$ cat src/design/smb_pkg.sv
// shared constants for the message block framer
package smb_pkg;
    localparam logic [7:0]  SOH_BYTE       = 8'h01;
    localparam logic [7:0]  LINK_ID        = 8'h3f;
    localparam logic [7:0]  LINK_LEN       = 8'h08;
    localparam logic [7:0]  ACK_ID         = 8'h7e;
    localparam logic [7:0]  ACK_LEN        = 8'h05;
    localparam logic [7:0]  FILL_ID        = 8'h00;
    localparam int          ACK_SLOTS      = 5;
    localparam int          PWD_LEN        = 8;
    localparam int          CLK_HZ         = 25000000;
    localparam int          REPLY_MS       = 300;
    localparam int          CANCEL_MS      = 2000;
    localparam int          REPLY_CYC      = CLK_HZ / 1000 * REPLY_MS;
    localparam int          CANCEL_CYC     = CLK_HZ / 1000 * CANCEL_MS;
    localparam logic [63:0] DEV_PWD        = 64'h3030_302d_5350_4755;
    localparam logic [63:0] HOST_PWD       = 64'h3030_302d_5350_4755;
    typedef enum logic [2:0] {
        SMB_HUNT, SMB_ID, SMB_CMPL, SMB_LEN, SMB_DATA, SMB_CKL, SMB_CKH
    } smb_rx_state_t;
    typedef enum logic [1:0] {SMB_TX_IDLE, SMB_TX_BODY, SMB_TX_CKL, SMB_TX_CKH} smb_tx_state_t;
endpackage : smb_pkg

$ cat src/design/smb_framer.sv
// message block deframer, acknowledge builder and link reply framer
`timescale 1ns/1ps
module smb_framer #(
    parameter int REPLY_CYC  = smb_pkg::REPLY_CYC,
    parameter int CANCEL_CYC = smb_pkg::CANCEL_CYC
) (
    input  wire logic       core_clk,
    input  wire logic       rst_b,
    input  wire logic       clk_en,
    input  wire logic [7:0] rx_byte,
    input  wire logic       rx_valid,
    input  wire logic       interval_tick,
    input  wire logic       tx_ready,
    output logic      [7:0] tx_byte,
    output logic            tx_valid,
    output logic            block_ok,
    output logic      [7:0] block_id,
    output logic            block_continuous,
    output logic            block_bad,
    output logic            cancel_requests
);
    if (REPLY_CYC < 1 || CANCEL_CYC < 1) begin : g_bad_timer
        $error("timer counts must be positive");
    end

    function automatic logic [15:0] cks_add(input logic [15:0] s, input logic [7:0] b);
        cks_add = s + {8'h00, b};
    endfunction : cks_add

    // receive side
    smb_pkg::smb_rx_state_t st_q, st_d;
    logic [7:0]  id_q, id_d;
    logic [7:0]  len_q, len_d;
    logic [7:0]  cnt_q, cnt_d;
    logic [7:0]  ckl_q, ckl_d;
    logic [15:0] sum_q, sum_d;
    logic [63:0] pwd_q, pwd_d;
    logic        ok_d, bad_d, link_hit;
    logic [7:0]  ack_q [smb_pkg::ACK_SLOTS];
    logic [7:0]  ack_d [smb_pkg::ACK_SLOTS];
    logic [2:0]  nack_q, nack_d;

    always_comb begin
        st_d = st_q;
        id_d = id_q;
        len_d = len_q;
        cnt_d = cnt_q;
        ckl_d = ckl_q;
        sum_d = sum_q;
        pwd_d = pwd_q;
        ok_d = 1'b0;
        bad_d = 1'b0;
        if (rx_valid) begin
            sum_d = cks_add(sum_q, rx_byte);
            unique case (st_q)
                smb_pkg::SMB_HUNT: begin
                    if (rx_byte == smb_pkg::SOH_BYTE) begin
                        st_d = smb_pkg::SMB_ID;
                        sum_d = {8'h00, rx_byte};
                    end
                end
                smb_pkg::SMB_ID: begin
                    id_d = rx_byte;
                    st_d = smb_pkg::SMB_CMPL;
                end
                smb_pkg::SMB_CMPL: begin
                    if (rx_byte == ~id_q) st_d = smb_pkg::SMB_LEN;
                    else if (id_q == smb_pkg::SOH_BYTE) begin
                        // id byte was a start byte; current byte is its id
                        id_d = rx_byte;
                        sum_d = cks_add({8'h00, smb_pkg::SOH_BYTE}, rx_byte);
                        st_d = smb_pkg::SMB_CMPL;
                    end else if (rx_byte == smb_pkg::SOH_BYTE) begin
                        sum_d = {8'h00, rx_byte};
                        st_d = smb_pkg::SMB_ID;
                    end else st_d = smb_pkg::SMB_HUNT;
                end
                smb_pkg::SMB_LEN: begin
                    len_d = rx_byte;
                    cnt_d = 8'h00;
                    st_d = (rx_byte == 8'h00) ? smb_pkg::SMB_CKL : smb_pkg::SMB_DATA;
                end
                smb_pkg::SMB_DATA: begin
                    if (cnt_q < 8'(smb_pkg::PWD_LEN))
                        pwd_d = {rx_byte, pwd_q[63:8]};
                    cnt_d = cnt_q + 8'h01;
                    if (cnt_q + 8'h01 == len_q) st_d = smb_pkg::SMB_CKL;
                end
                smb_pkg::SMB_CKL: begin
                    sum_d = sum_q;
                    ckl_d = rx_byte;
                    st_d = smb_pkg::SMB_CKH;
                end
                smb_pkg::SMB_CKH: begin
                    sum_d = sum_q;
                    ok_d = ({rx_byte, ckl_q} == sum_q);
                    bad_d = !ok_d;
                    st_d = smb_pkg::SMB_HUNT;
                end
                default: st_d = smb_pkg::SMB_HUNT;
            endcase
        end
    end

    assign link_hit = ok_d && id_q[6:0] == smb_pkg::LINK_ID[6:0]
                      && len_q == smb_pkg::LINK_LEN && pwd_q == smb_pkg::HOST_PWD;

    // transmit side
    smb_pkg::smb_tx_state_t tst_q, tst_d;
    logic [7:0]  txb_q, txb_d;
    logic [7:0]  tidx_q, tidx_d;
    logic        txv_q, txv_d;
    logic        ack_pend_q, ack_pend_d;
    logic        link_pend_q, link_pend_d;
    logic        is_link_q, is_link_d;
    logic [15:0] tsum_q, tsum_d;
    logic [7:0]  snap_q [smb_pkg::ACK_SLOTS];
    logic [7:0]  snap_d [smb_pkg::ACK_SLOTS];
    logic [31:0] rtmr_q, rtmr_d;
    logic [31:0] ctmr_q, ctmr_d;
    logic        cancel_q, cancel_d;

    function automatic logic [7:0] body_byte(input logic [7:0] i, input logic lk,
                                             input logic [7:0] s0, input logic [7:0] s1,
                                             input logic [7:0] s2, input logic [7:0] s3,
                                             input logic [7:0] s4);
        logic [7:0] b;
        b = 8'h00;
        unique case (i)
            8'd0: b = smb_pkg::SOH_BYTE;
            8'd1: b = lk ? smb_pkg::LINK_ID : smb_pkg::ACK_ID;
            8'd2: b = lk ? ~smb_pkg::LINK_ID : ~smb_pkg::ACK_ID;
            8'd3: b = lk ? smb_pkg::LINK_LEN : smb_pkg::ACK_LEN;
            8'd4: b = lk ? smb_pkg::DEV_PWD[7:0] : s0;
            8'd5: b = lk ? smb_pkg::DEV_PWD[15:8] : s1;
            8'd6: b = lk ? smb_pkg::DEV_PWD[23:16] : s2;
            8'd7: b = lk ? smb_pkg::DEV_PWD[31:24] : s3;
            8'd8: b = lk ? smb_pkg::DEV_PWD[39:32] : s4;
            8'd9: b = smb_pkg::DEV_PWD[47:40];
            8'd10: b = smb_pkg::DEV_PWD[55:48];
            8'd11: b = smb_pkg::DEV_PWD[63:56];
            default: b = 8'h00;
        endcase
        body_byte = b;
    endfunction : body_byte

    always_comb begin
        for (int i = 0; i < smb_pkg::ACK_SLOTS; i++) ack_d[i] = ack_q[i];
        for (int i = 0; i < smb_pkg::ACK_SLOTS; i++) snap_d[i] = snap_q[i];
        nack_d = nack_q;
        ack_pend_d = ack_pend_q;
        if (interval_tick && nack_q != 3'd0 && !ack_pend_q) begin
            for (int i = 0; i < smb_pkg::ACK_SLOTS; i++) snap_d[i] = ack_q[i];
            for (int i = 0; i < smb_pkg::ACK_SLOTS; i++) ack_d[i] = smb_pkg::FILL_ID;
            nack_d = 3'd0;
            ack_pend_d = 1'b1;
        end
        if (ok_d && rx_valid && nack_d < 3'(smb_pkg::ACK_SLOTS)) begin
            ack_d[nack_d] = id_q;
            nack_d = nack_d + 3'd1;
        end
        link_pend_d = link_pend_q || link_hit;
        rtmr_d = link_pend_q ? rtmr_q + 32'd1 : 32'd0;
        ctmr_d = ctmr_q;
        cancel_d = 1'b0;
        if (link_hit) ctmr_d = 32'(CANCEL_CYC);
        else if (ctmr_q != 32'd0) ctmr_d = ctmr_q - 32'd1;
        if (link_hit) cancel_d = 1'b1; // cancel at once, well inside 2 s
        tst_d = tst_q;
        txb_d = txb_q;
        txv_d = txv_q;
        tidx_d = tidx_q;
        tsum_d = tsum_q;
        is_link_d = is_link_q;
        if (txv_q && tx_ready) txv_d = 1'b0;
        if (!txv_q || tx_ready) begin
            unique case (tst_q)
                smb_pkg::SMB_TX_IDLE: begin
                    if (link_pend_q || ack_pend_q) begin // link reply first
                        is_link_d = link_pend_q;
                        tidx_d = 8'd0;
                        tsum_d = 16'h0000;
                        tst_d = smb_pkg::SMB_TX_BODY;
                    end
                end
                smb_pkg::SMB_TX_BODY: begin
                    txb_d = body_byte(tidx_q, is_link_q, snap_q[0], snap_q[1], snap_q[2],
                                      snap_q[3], snap_q[4]);
                    txv_d = 1'b1;
                    tsum_d = cks_add(tsum_q, txb_d);
                    tidx_d = tidx_q + 8'd1;
                    if (tidx_q == (is_link_q ? 8'd11 : 8'd8)) tst_d = smb_pkg::SMB_TX_CKL;
                end
                smb_pkg::SMB_TX_CKL: begin
                    txb_d = tsum_q[7:0];
                    txv_d = 1'b1;
                    tst_d = smb_pkg::SMB_TX_CKH;
                end
                smb_pkg::SMB_TX_CKH: begin
                    txb_d = tsum_q[15:8];
                    txv_d = 1'b1;
                    if (is_link_q) link_pend_d = link_hit;
                    else ack_pend_d = 1'b0;
                    tst_d = smb_pkg::SMB_TX_IDLE;
                end
                default: tst_d = smb_pkg::SMB_TX_IDLE;
            endcase
        end
    end

    always_ff @(posedge core_clk or negedge rst_b) begin
        if (!rst_b) begin
            st_q <= smb_pkg::SMB_HUNT;
            id_q <= 8'h00;
            len_q <= 8'h00;
            cnt_q <= 8'h00;
            ckl_q <= 8'h00;
            sum_q <= 16'h0000;
            pwd_q <= 64'h0;
            nack_q <= 3'd0;
            for (int i = 0; i < smb_pkg::ACK_SLOTS; i++) ack_q[i] <= 8'h00;
            for (int i = 0; i < smb_pkg::ACK_SLOTS; i++) snap_q[i] <= 8'h00;
            tst_q <= smb_pkg::SMB_TX_IDLE;
            txb_q <= 8'h00;
            txv_q <= 1'b0;
            tidx_q <= 8'h00;
            tsum_q <= 16'h0000;
            is_link_q <= 1'b0;
            ack_pend_q <= 1'b0;
            link_pend_q <= 1'b0;
            rtmr_q <= 32'd0;
            ctmr_q <= 32'd0;
            cancel_q <= 1'b0;
            block_ok <= 1'b0;
            block_bad <= 1'b0;
            block_id <= 8'h00;
            block_continuous <= 1'b0;
        end else if (clk_en) begin
            st_q <= st_d;
            id_q <= id_d;
            len_q <= len_d;
            cnt_q <= cnt_d;
            ckl_q <= ckl_d;
            sum_q <= sum_d;
            pwd_q <= pwd_d;
            nack_q <= nack_d;
            ack_q <= ack_d;
            snap_q <= snap_d;
            tst_q <= tst_d;
            txb_q <= txb_d;
            txv_q <= txv_d;
            tidx_q <= tidx_d;
            tsum_q <= tsum_d;
            is_link_q <= is_link_d;
            ack_pend_q <= ack_pend_d;
            link_pend_q <= link_pend_d;
            rtmr_q <= rtmr_d;
            ctmr_q <= ctmr_d;
            cancel_q <= cancel_d;
            block_ok <= ok_d && rx_valid;
            block_bad <= bad_d && rx_valid;
            if (ok_d && rx_valid) begin
                block_id <= id_q;
                block_continuous <= id_q[7];
            end
        end
    end

    assign tx_byte = txb_q;
    assign tx_valid = txv_q;
    assign cancel_requests = cancel_q;
endmodule : smb_framer

$ cat config.mk
export PLATFORM = sky130hd
export DESIGN_NAME = smb_framer
export DESIGN_NICKNAME = d
export VERILOG_FILES = /design/src/design/smb_pkg.sv /design/src/design/smb_framer.sv
export SDC_FILE = /design/constraint.sdc
export NUM_CORES = 1
export LEC_CHECK = 0
export BUFFER_PORTS_ARGS = -buffer_cell sky130_fd_sc_hd__buf_2
export CELL_PAD_IN_SITES_DETAIL_PLACEMENT = 0
export CELL_PAD_IN_SITES_GLOBAL_PLACEMENT = 2
export CORE_MARGIN = 2
export CORE_UTILIZATION = 42
export CTS_CLUSTER_DIAMETER = 50
export DETAILED_ROUTE_END_ITERATION = 6
export PLACE_DENSITY = 0.81
export SYNTH_ARGS = -nofsm -noshare
export SYNTH_HDL_FRONTEND = slang
export SYNTH_SLANG_ARGS = --single-unit
$ cat constraint.sdc
create_clock -name core_clk -period 4.2 [get_ports core_clk]
set_input_delay 0.21 -clock core_clk [delete_from_list [all_inputs] [get_ports core_clk]]
set_output_delay 0.21 -clock core_clk [all_outputs]
set_load 0.02 [all_outputs]
==> metrics.yaml, run 1 <==
worst_ep_arrival_time_ns: 3.94
drc: 0
drt_iter0_markers: 483
instances_no_fill: 1646
postCtsSetupRepairBufs: 0
antenna_left: 0
holdWs_ns: 0.144
worstReg2RegEnd: "tsum_q[10]$_DFFE_PN0P_"
critical_path_cell_count: 12
crit_fanout: 7
numCtsBuffers: 34
ios: 35
end_kind: "register"
gp_congestion: 0.839
netlist_instances: 1211
cts-resized-gates: 0
slowest_delay_ns: 0.61
grt_usage: 0.203
synth_area_sq_mm: 0.0125
path_cells: "or4_1, nor2_1, a2bb2oi_1, o21ai_0, ha_1, fa_1, a21o_1, a211oi_1, o21ai_0, nand4_1, xnor2_1, nor2_1"
overflow: 0
cts-root-buf: "clkbuf_16"
start_util: 0.424
grt_pass1_vias: 9025
period_share: 0.846
critical_path_buf_inv_count: 0
ys_types: 73
hp-class: "in -> reg"
cts_tree: "yes"
path_clk_slew_ns: 0.05
netlist_top_cells_area: "dfrtp_1 (49%), mux2_2 (8.4%), nand2_1 (6.4%), xnor2_1 (2.9%), ha_1 (2.9%)"
ys_seq_area_frac: 0.495
grt_pass1_wl_mm: 50.3
core_sq_mm: 0.0295
ys_async_sr_fraction: 1.00
drive_gt1_frac: 0.166
syn-num-nets: 1256
vias: 8971
required_ns: 4.59
reg2regPathDepth: 12
fmax_ghz: 0.281
die_area_sq_mm: 0.0312
die_height_microns: 177
ys_warn_count: 0
setup_viol: 0
slew_violations: 0
synth_top_area_frac: 0.495
clk_latency_ns: 0.52
placedCellCount: 1586
viasPerCell: 5.45
clock_path_buffers: 3
grt_max_degree: 100
p_per_area_mw_per_mm2: 586
finalClockSkew_ns: 0.0170
synth_edf_count: 0
cts.sinks: 247
relSlewSlack: 0.304
hold-path-endpoint: "ack_pend_q$_DFFE_PN0P_"
post-dp-hpwl_mm: 20.8
worst-r2r-setup-slack_ns: 0.65
num-fill-cells: 2802
rows: 63
crit_family: "simple AND/OR/NAND/NOR gates"
fin_util: 0.478
drt_pass1_iterations: 5
start_kind: "register"
ir_worst_vdd_v: 0.000262
wl_per_cell_microns: 18.6
reg2reg_from: "tidx_q[4]$_DFFE_PN0P_"
io_buffers: 34
fin_nets: 1279
hold_depth: 3
worstHoldStart: "interval_tick"
critPathKind: "reg -> reg"
postSynthAreaPerCell_sq_um: 10.3
status: "finished clean"
hold_buffers: 2
wl_mm: 30.6
drv_cap: 0
period_needed_ns: 3.55
ys.flop_type: "dfrtp_1"
hold_viol_final: 0
ys_ff_latch: 247
diodes: 0
p_leak_nw: 6.45
fin_tns_setup_ns: 0
slowest_stage: "or4_1"
rsz0062_at_grt: "false"
tightest_slew_ns: 1.04
h-tree-depth: 2
grt_antenna_before_repair: 0
die-width_microns: 177
synth.largest_area_cell: "dfrtp_1"
syn2layout_area_growth_pct: 12.7
synthesized netlist by cell type, types with 5 or more instances:
library cell / count
dfrtp_1: 247
nand2_1: 214
mux2_2: 93
nor2_1: 60
o21ai_0: 59
xnor2_1: 42
a21oi_1: 40
clkbuf_1: 39
inv_1: 36
mux2i_1: 34
nand3_1: 30
ha_1: 29
xor2_1: 26
nand4_1: 21
a31oi_1: 19
a22oi_1: 18
a22o_1: 12
nor3_1: 12
and3_1: 11
buf_2: 11
nand2b_1: 11
nor4b_1: 10
and2_1: 9
o211ai_1: 8
a21o_1: 7
buf_6: 7
nor4_1: 7
o221ai_1: 6
o22ai_1: 6
or4_1: 5
cells by family after synthesis:
kind of cell,Yosys count,synth area share
mux,130,0.114
simple gates,426,0.168
xor+xnor,69,0.0490
buf+inv,99,0.0353
compound gates,209,0.107
fa+ha+maj,31,0.0322
flops,247,0.495
layout make-up:
class | instances | area [sq um] | share of cell area
well taps | 390 | 488 | 0.0346
repair buffers | 48 | 303 | 0.0215
clock buffers | 45 | 943 | 0.0670
multi-input cells | 865 | 5890 | 0.418
clock inverters | 13 | 135 | 0.00959
inverters | 38 | 143 | 0.0101
flip-flops and latches | 247 | 6180 | 0.439
state kept, by name, indices dropped and copies added (netlist names), 2 cells and up:
register and cells:
cnt_q 8, snap_q 40, len_q 8, id_q 8, ack_q 40, nack_q 3
block_id 8, sum_q 16, pwd_q 64, tidx_q 8, ckl_q 8, tsum_q 16
tx_byte 8, tst_q 2, st_q 3
per-layer routing:
| metal | global-route usage | vias to the layer above | part of all wire |
|---|---|---|---|
| li1 | - | 4329 | - |
| met1 | 0.283 | 4469 | 0.47 |
| met2 | 0.330 | 128 | 0.48 |
| met3 | 0.0276 | 45 | 0.030 |
| met4 | 0.0572 | 0 | 0.020 |
| met5 | 0 | - | 0 |
through the flow:
step	setup slack (ns)	area [sq um]	power, W
6_report	0.647	14100	0.00825
5_1_grt	0.310	14100	0.00878
4_1_cts	0.676	14100	0.00835
3_5_place_dp	0.703	13000	0.00556
3_3_place_gp	0.775	13000	0.00553
2_1_floorplan	1.13	12500	0.00486
worst register-to-register path, stage by stage (launching register included):
cell and delay, ns:
dfrtp_1 0.42, or4_1 0.61, nor2_1 0.38, a2bb2oi_1 0.11, o21ai_0 0.36, ha_1 0.28, fa_1 0.21, a21o_1 0.14
a211oi_1 0.09, o21ai_0 0.45, nand4_1 0.19, xnor2_1 0.17, nor2_1 0.05
worst max path at each step:
stage / slack, ns / start / endpoint
2_1_floorplan: 1.13 / tidx_q[0]$_DFFE_PN0P_ / tsum_q[12]$_DFFE_PN0P_
3_3_place_gp: 0.77 / tidx_q[0]$_DFFE_PN0P_ / tsum_q[14]$_DFFE_PN0P_
3_5_place_dp: 0.70 / tidx_q[4]$_DFFE_PN0P_ / tsum_q[11]$_DFFE_PN0P_
4_1_cts: 0.68 / tidx_q[4]$_DFFE_PN0P_ / tsum_q[11]$_DFFE_PN0P_
5_1_grt: 0.31 / tidx_q[0]$_DFFE_PN0P_ / tsum_q[12]$_DFFE_PN0P_
6_report: 0.65 / tidx_q[4]$_DFFE_PN0P_ / tsum_q[10]$_DFFE_PN0P_
cells in the final DEF (no fill, tap or decap), types with 12 or more instances in the layout:
cell type	n
clkbuf_16	35
o21ai_0	59
nand4_1	21
xnor2_1	42
xor2_1	26
inv_1	36
nand2_1	214
a31oi_1	19
mux2_2	93
dfrtp_1	247
buf_2	33
nor3_1	12
nor2_1	60
ha_1	29
a22o_1	12
a21oi_1	40
mux2i_1	34
a22oi_1	18
nand3_1	29
power breakdown:
part,switching (W),internal [W],leakage [nW]
Sequential,0.000482,0.00275,3.34
Clock,0.00109,0.00166,0.519
Combinational,0.00136,0.000925,2.59
Total,0.00292,0.00533,6.45
Power figures use the tool's default switching activity.
==> run 2: changes to the inputs <==
- CORE_UTILIZATION: 42 -> 38
- PLACE_DENSITY: 0.81 -> 0.78
- clock period: 4.2 -> 3.1 ns (I/O delays scaled with it)
==> run 2 against run 1 <==
Largest cell class unchanged. Largest power group unchanged. Worst setup slack worse by 0.53 ns. Clock skew about the same. Count of clock-buffer cells in the layout down 4.
==> metrics.yaml, run 2 (synthesis results as in run 1) <==
p_leak_nw: 6.81
fin_util: 0.457
final_cell_mix: "dfrtp_1 (247), nand2_1 (214), mux2_2 (93), buf_4 (70), nor2_1 (60)"
gp_congestion: 0.816
vias: 9226
grt_pass1_wl_mm: 52.2
status: "finished clean"
period_share: 0.962
wl_per_cell_microns: 18.1
power_frac_clock: 0.319
switching_share: 0.354
overflow: 0
viasPerCell: 5.23
hold_viol_final: 0
end_kind: "register"
top_layer: "met4"
relSlewSlack: 0.480
required_ns: 3.53
grt_usage: 0.193
top_regs: "pwd_q: 64 flops, ack_q: 40 flops, snap_q: 40 flops"
switchingPower_w: 0.00422
die_height_microns: 185
cts_tree: "yes"
fin_nets: 1343
setup_viol: 0
io_buffers: 34
core_sq_mm: 0.0325
grt_pass1_vias: 9459
syn2layout_area_growth_pct: 18.7
antenna_left: 0
clock_path_buffers: 3
die_area_sq_mm: 0.0344
drv_cap: 0
post-dp-hpwl_mm: 22.1
path_clk_slew_ns: 0.06
critPathKind: "reg -> reg"
fmax_ghz: 0.335
wl_met2_mm: 15.6
holdWs_ns: 0.0459
largest-register: "pwd_q"
die-width_microns: 185
layout_commonest_cell: "dfrtp_1"
tightest_slew_ns: 0.781
finalClockSkew_ns: 0.0169
startpoint: "tidx_q[0]$_DFFE_PN0P_"
ios: 35
drt_pass1_iterations: 5
worstHoldStart: "rx_byte[0]"
period_needed_ns: 2.98
comb_power_share: 0.319
wl_met1_mm: 14.9
drive_gt1_frac: 0.228
met3_length_microns: 959
placedCellCount: 1698
seqPwrFrac: 0.362
rsz0062_at_grt: "true"
grt_max_degree: 97
rows: 66
crit_fanout: 5
slew_violations: 0
internal_power_w: 0.00770
largest_reg_flops: 64
reg2reg_from: "tidx_q[0]$_DFFE_PN0P_"
worst_ep_arrival_time_ns: 3.41
drt_iter0_markers: 512
grt_antenna_before_repair: 0
h-tree-depth: 2
numCtsBuffers: 34
diodes: 0
p_per_area_mw_per_mm2: 804
cts-root-buf: "clkbuf_16"
clk_latency_ns: 0.51
cts.sinks: 247
start_util: 0.385
instances_no_fill: 1763
hp-class: "in -> reg"
ir_worst_vdd_v: 0.000455
start_kind: "register"
drc: 0
wl_mm: 31.9
==> run 2: cell count changes in the layout (fill, tap and decap cells not counted), sizes merged <==
cell / before / now
clkbuf: 45 / 41
buf: 46 / 110
inv: 38 / 41
clkinvlp: 3 / 2
clkinv: 9 / 11
bufinv: 1 / 2
==> run 2: through the flow <==
step | instance area [sq um] | total power [W] | setup slack (ns) | TNS [ns]
finish | 14800 | 0.0119 | 0.117 | 0
global route | 14800 | 0.0126 | -0.0321 | -0.0626
CTS | 14700 | 0.0119 | 0.00272 | 0
detailed placement | 13600 | 0.00798 | -0.0928 | -0.566
global placement | 13600 | 0.00794 | -0.0257 | -0.0699
floorplan | 12500 | 0.00658 | 0.0279 | 0
==> run 2: worst paths after layout <==
kind,to,cells past startpoint,slack (ns)
hold reg to reg,snap_q[11]$_DFFE_PN0P_,2,0.46
setup reg to reg,tsum_q[15]$_DFFE_PN0P_,14,0.12
min in group asynchronous,ack_q[10]$_DFFE_PN0P_,2,0.28
hold / removal,id_q[0]$_DFFE_PN0P_,2,0.05
max in group asynchronous,pwd_q[2]$_DFFE_PN0P_,3,2.00
setup / recovery,tsum_q[15]$_DFFE_PN0P_,14,0.12
==> run 2: per-layer routing <==
metal,global-route usage,vias up
li1,-,4471
met1,0.264,4599
met2,0.323,118
met3,0.0260,38
met4,0.0451,0
met5,0,-
==> run 2: area by class of cell <==
class                   count  area (sq um)
clock buffers              41           897
clock inverters            18           195
fillers                  3095         17600
inverters                  38           143
multi-input cells         865          6020
flip-flops and latches    247          6180
well taps                 442           553
repair buffers            112           837
==> run 2: critical path, stage by stage, from the launching register on <==
cell and delay, ns:
dfrtp_1 0.38, inv_1 0.09, ha_2 0.20, buf_4 0.15, and3_1 0.17, buf_4 0.16
a21oi_1 0.22, o22ai_2 0.13, ha_1 0.36, nand3_1 0.08, o211ai_1 0.22, o21ai_1 0.10
buf_4 0.15, or3_1 0.36, a21oi_2 0.13
==> run 2: power groups by stage <==
stage               clock network [W]  registers (W)  logic (W)
floorplan                           0        0.00421    0.00237
global placement                    0        0.00436    0.00358
detailed placement                  0        0.00437    0.00361
CTS                           0.00388        0.00432    0.00367
global route                  0.00403        0.00440    0.00422
finish                        0.00380        0.00432    0.00380
==> run 2: timing repair <==
action,4_1_cts,5_1_grt
endpoints found under the hold margin,93,0
resized for setup,6,28
setup endpoints to repair,8,10
setup buffers,1,3
hold buffers,2,0
pin swaps,4,7
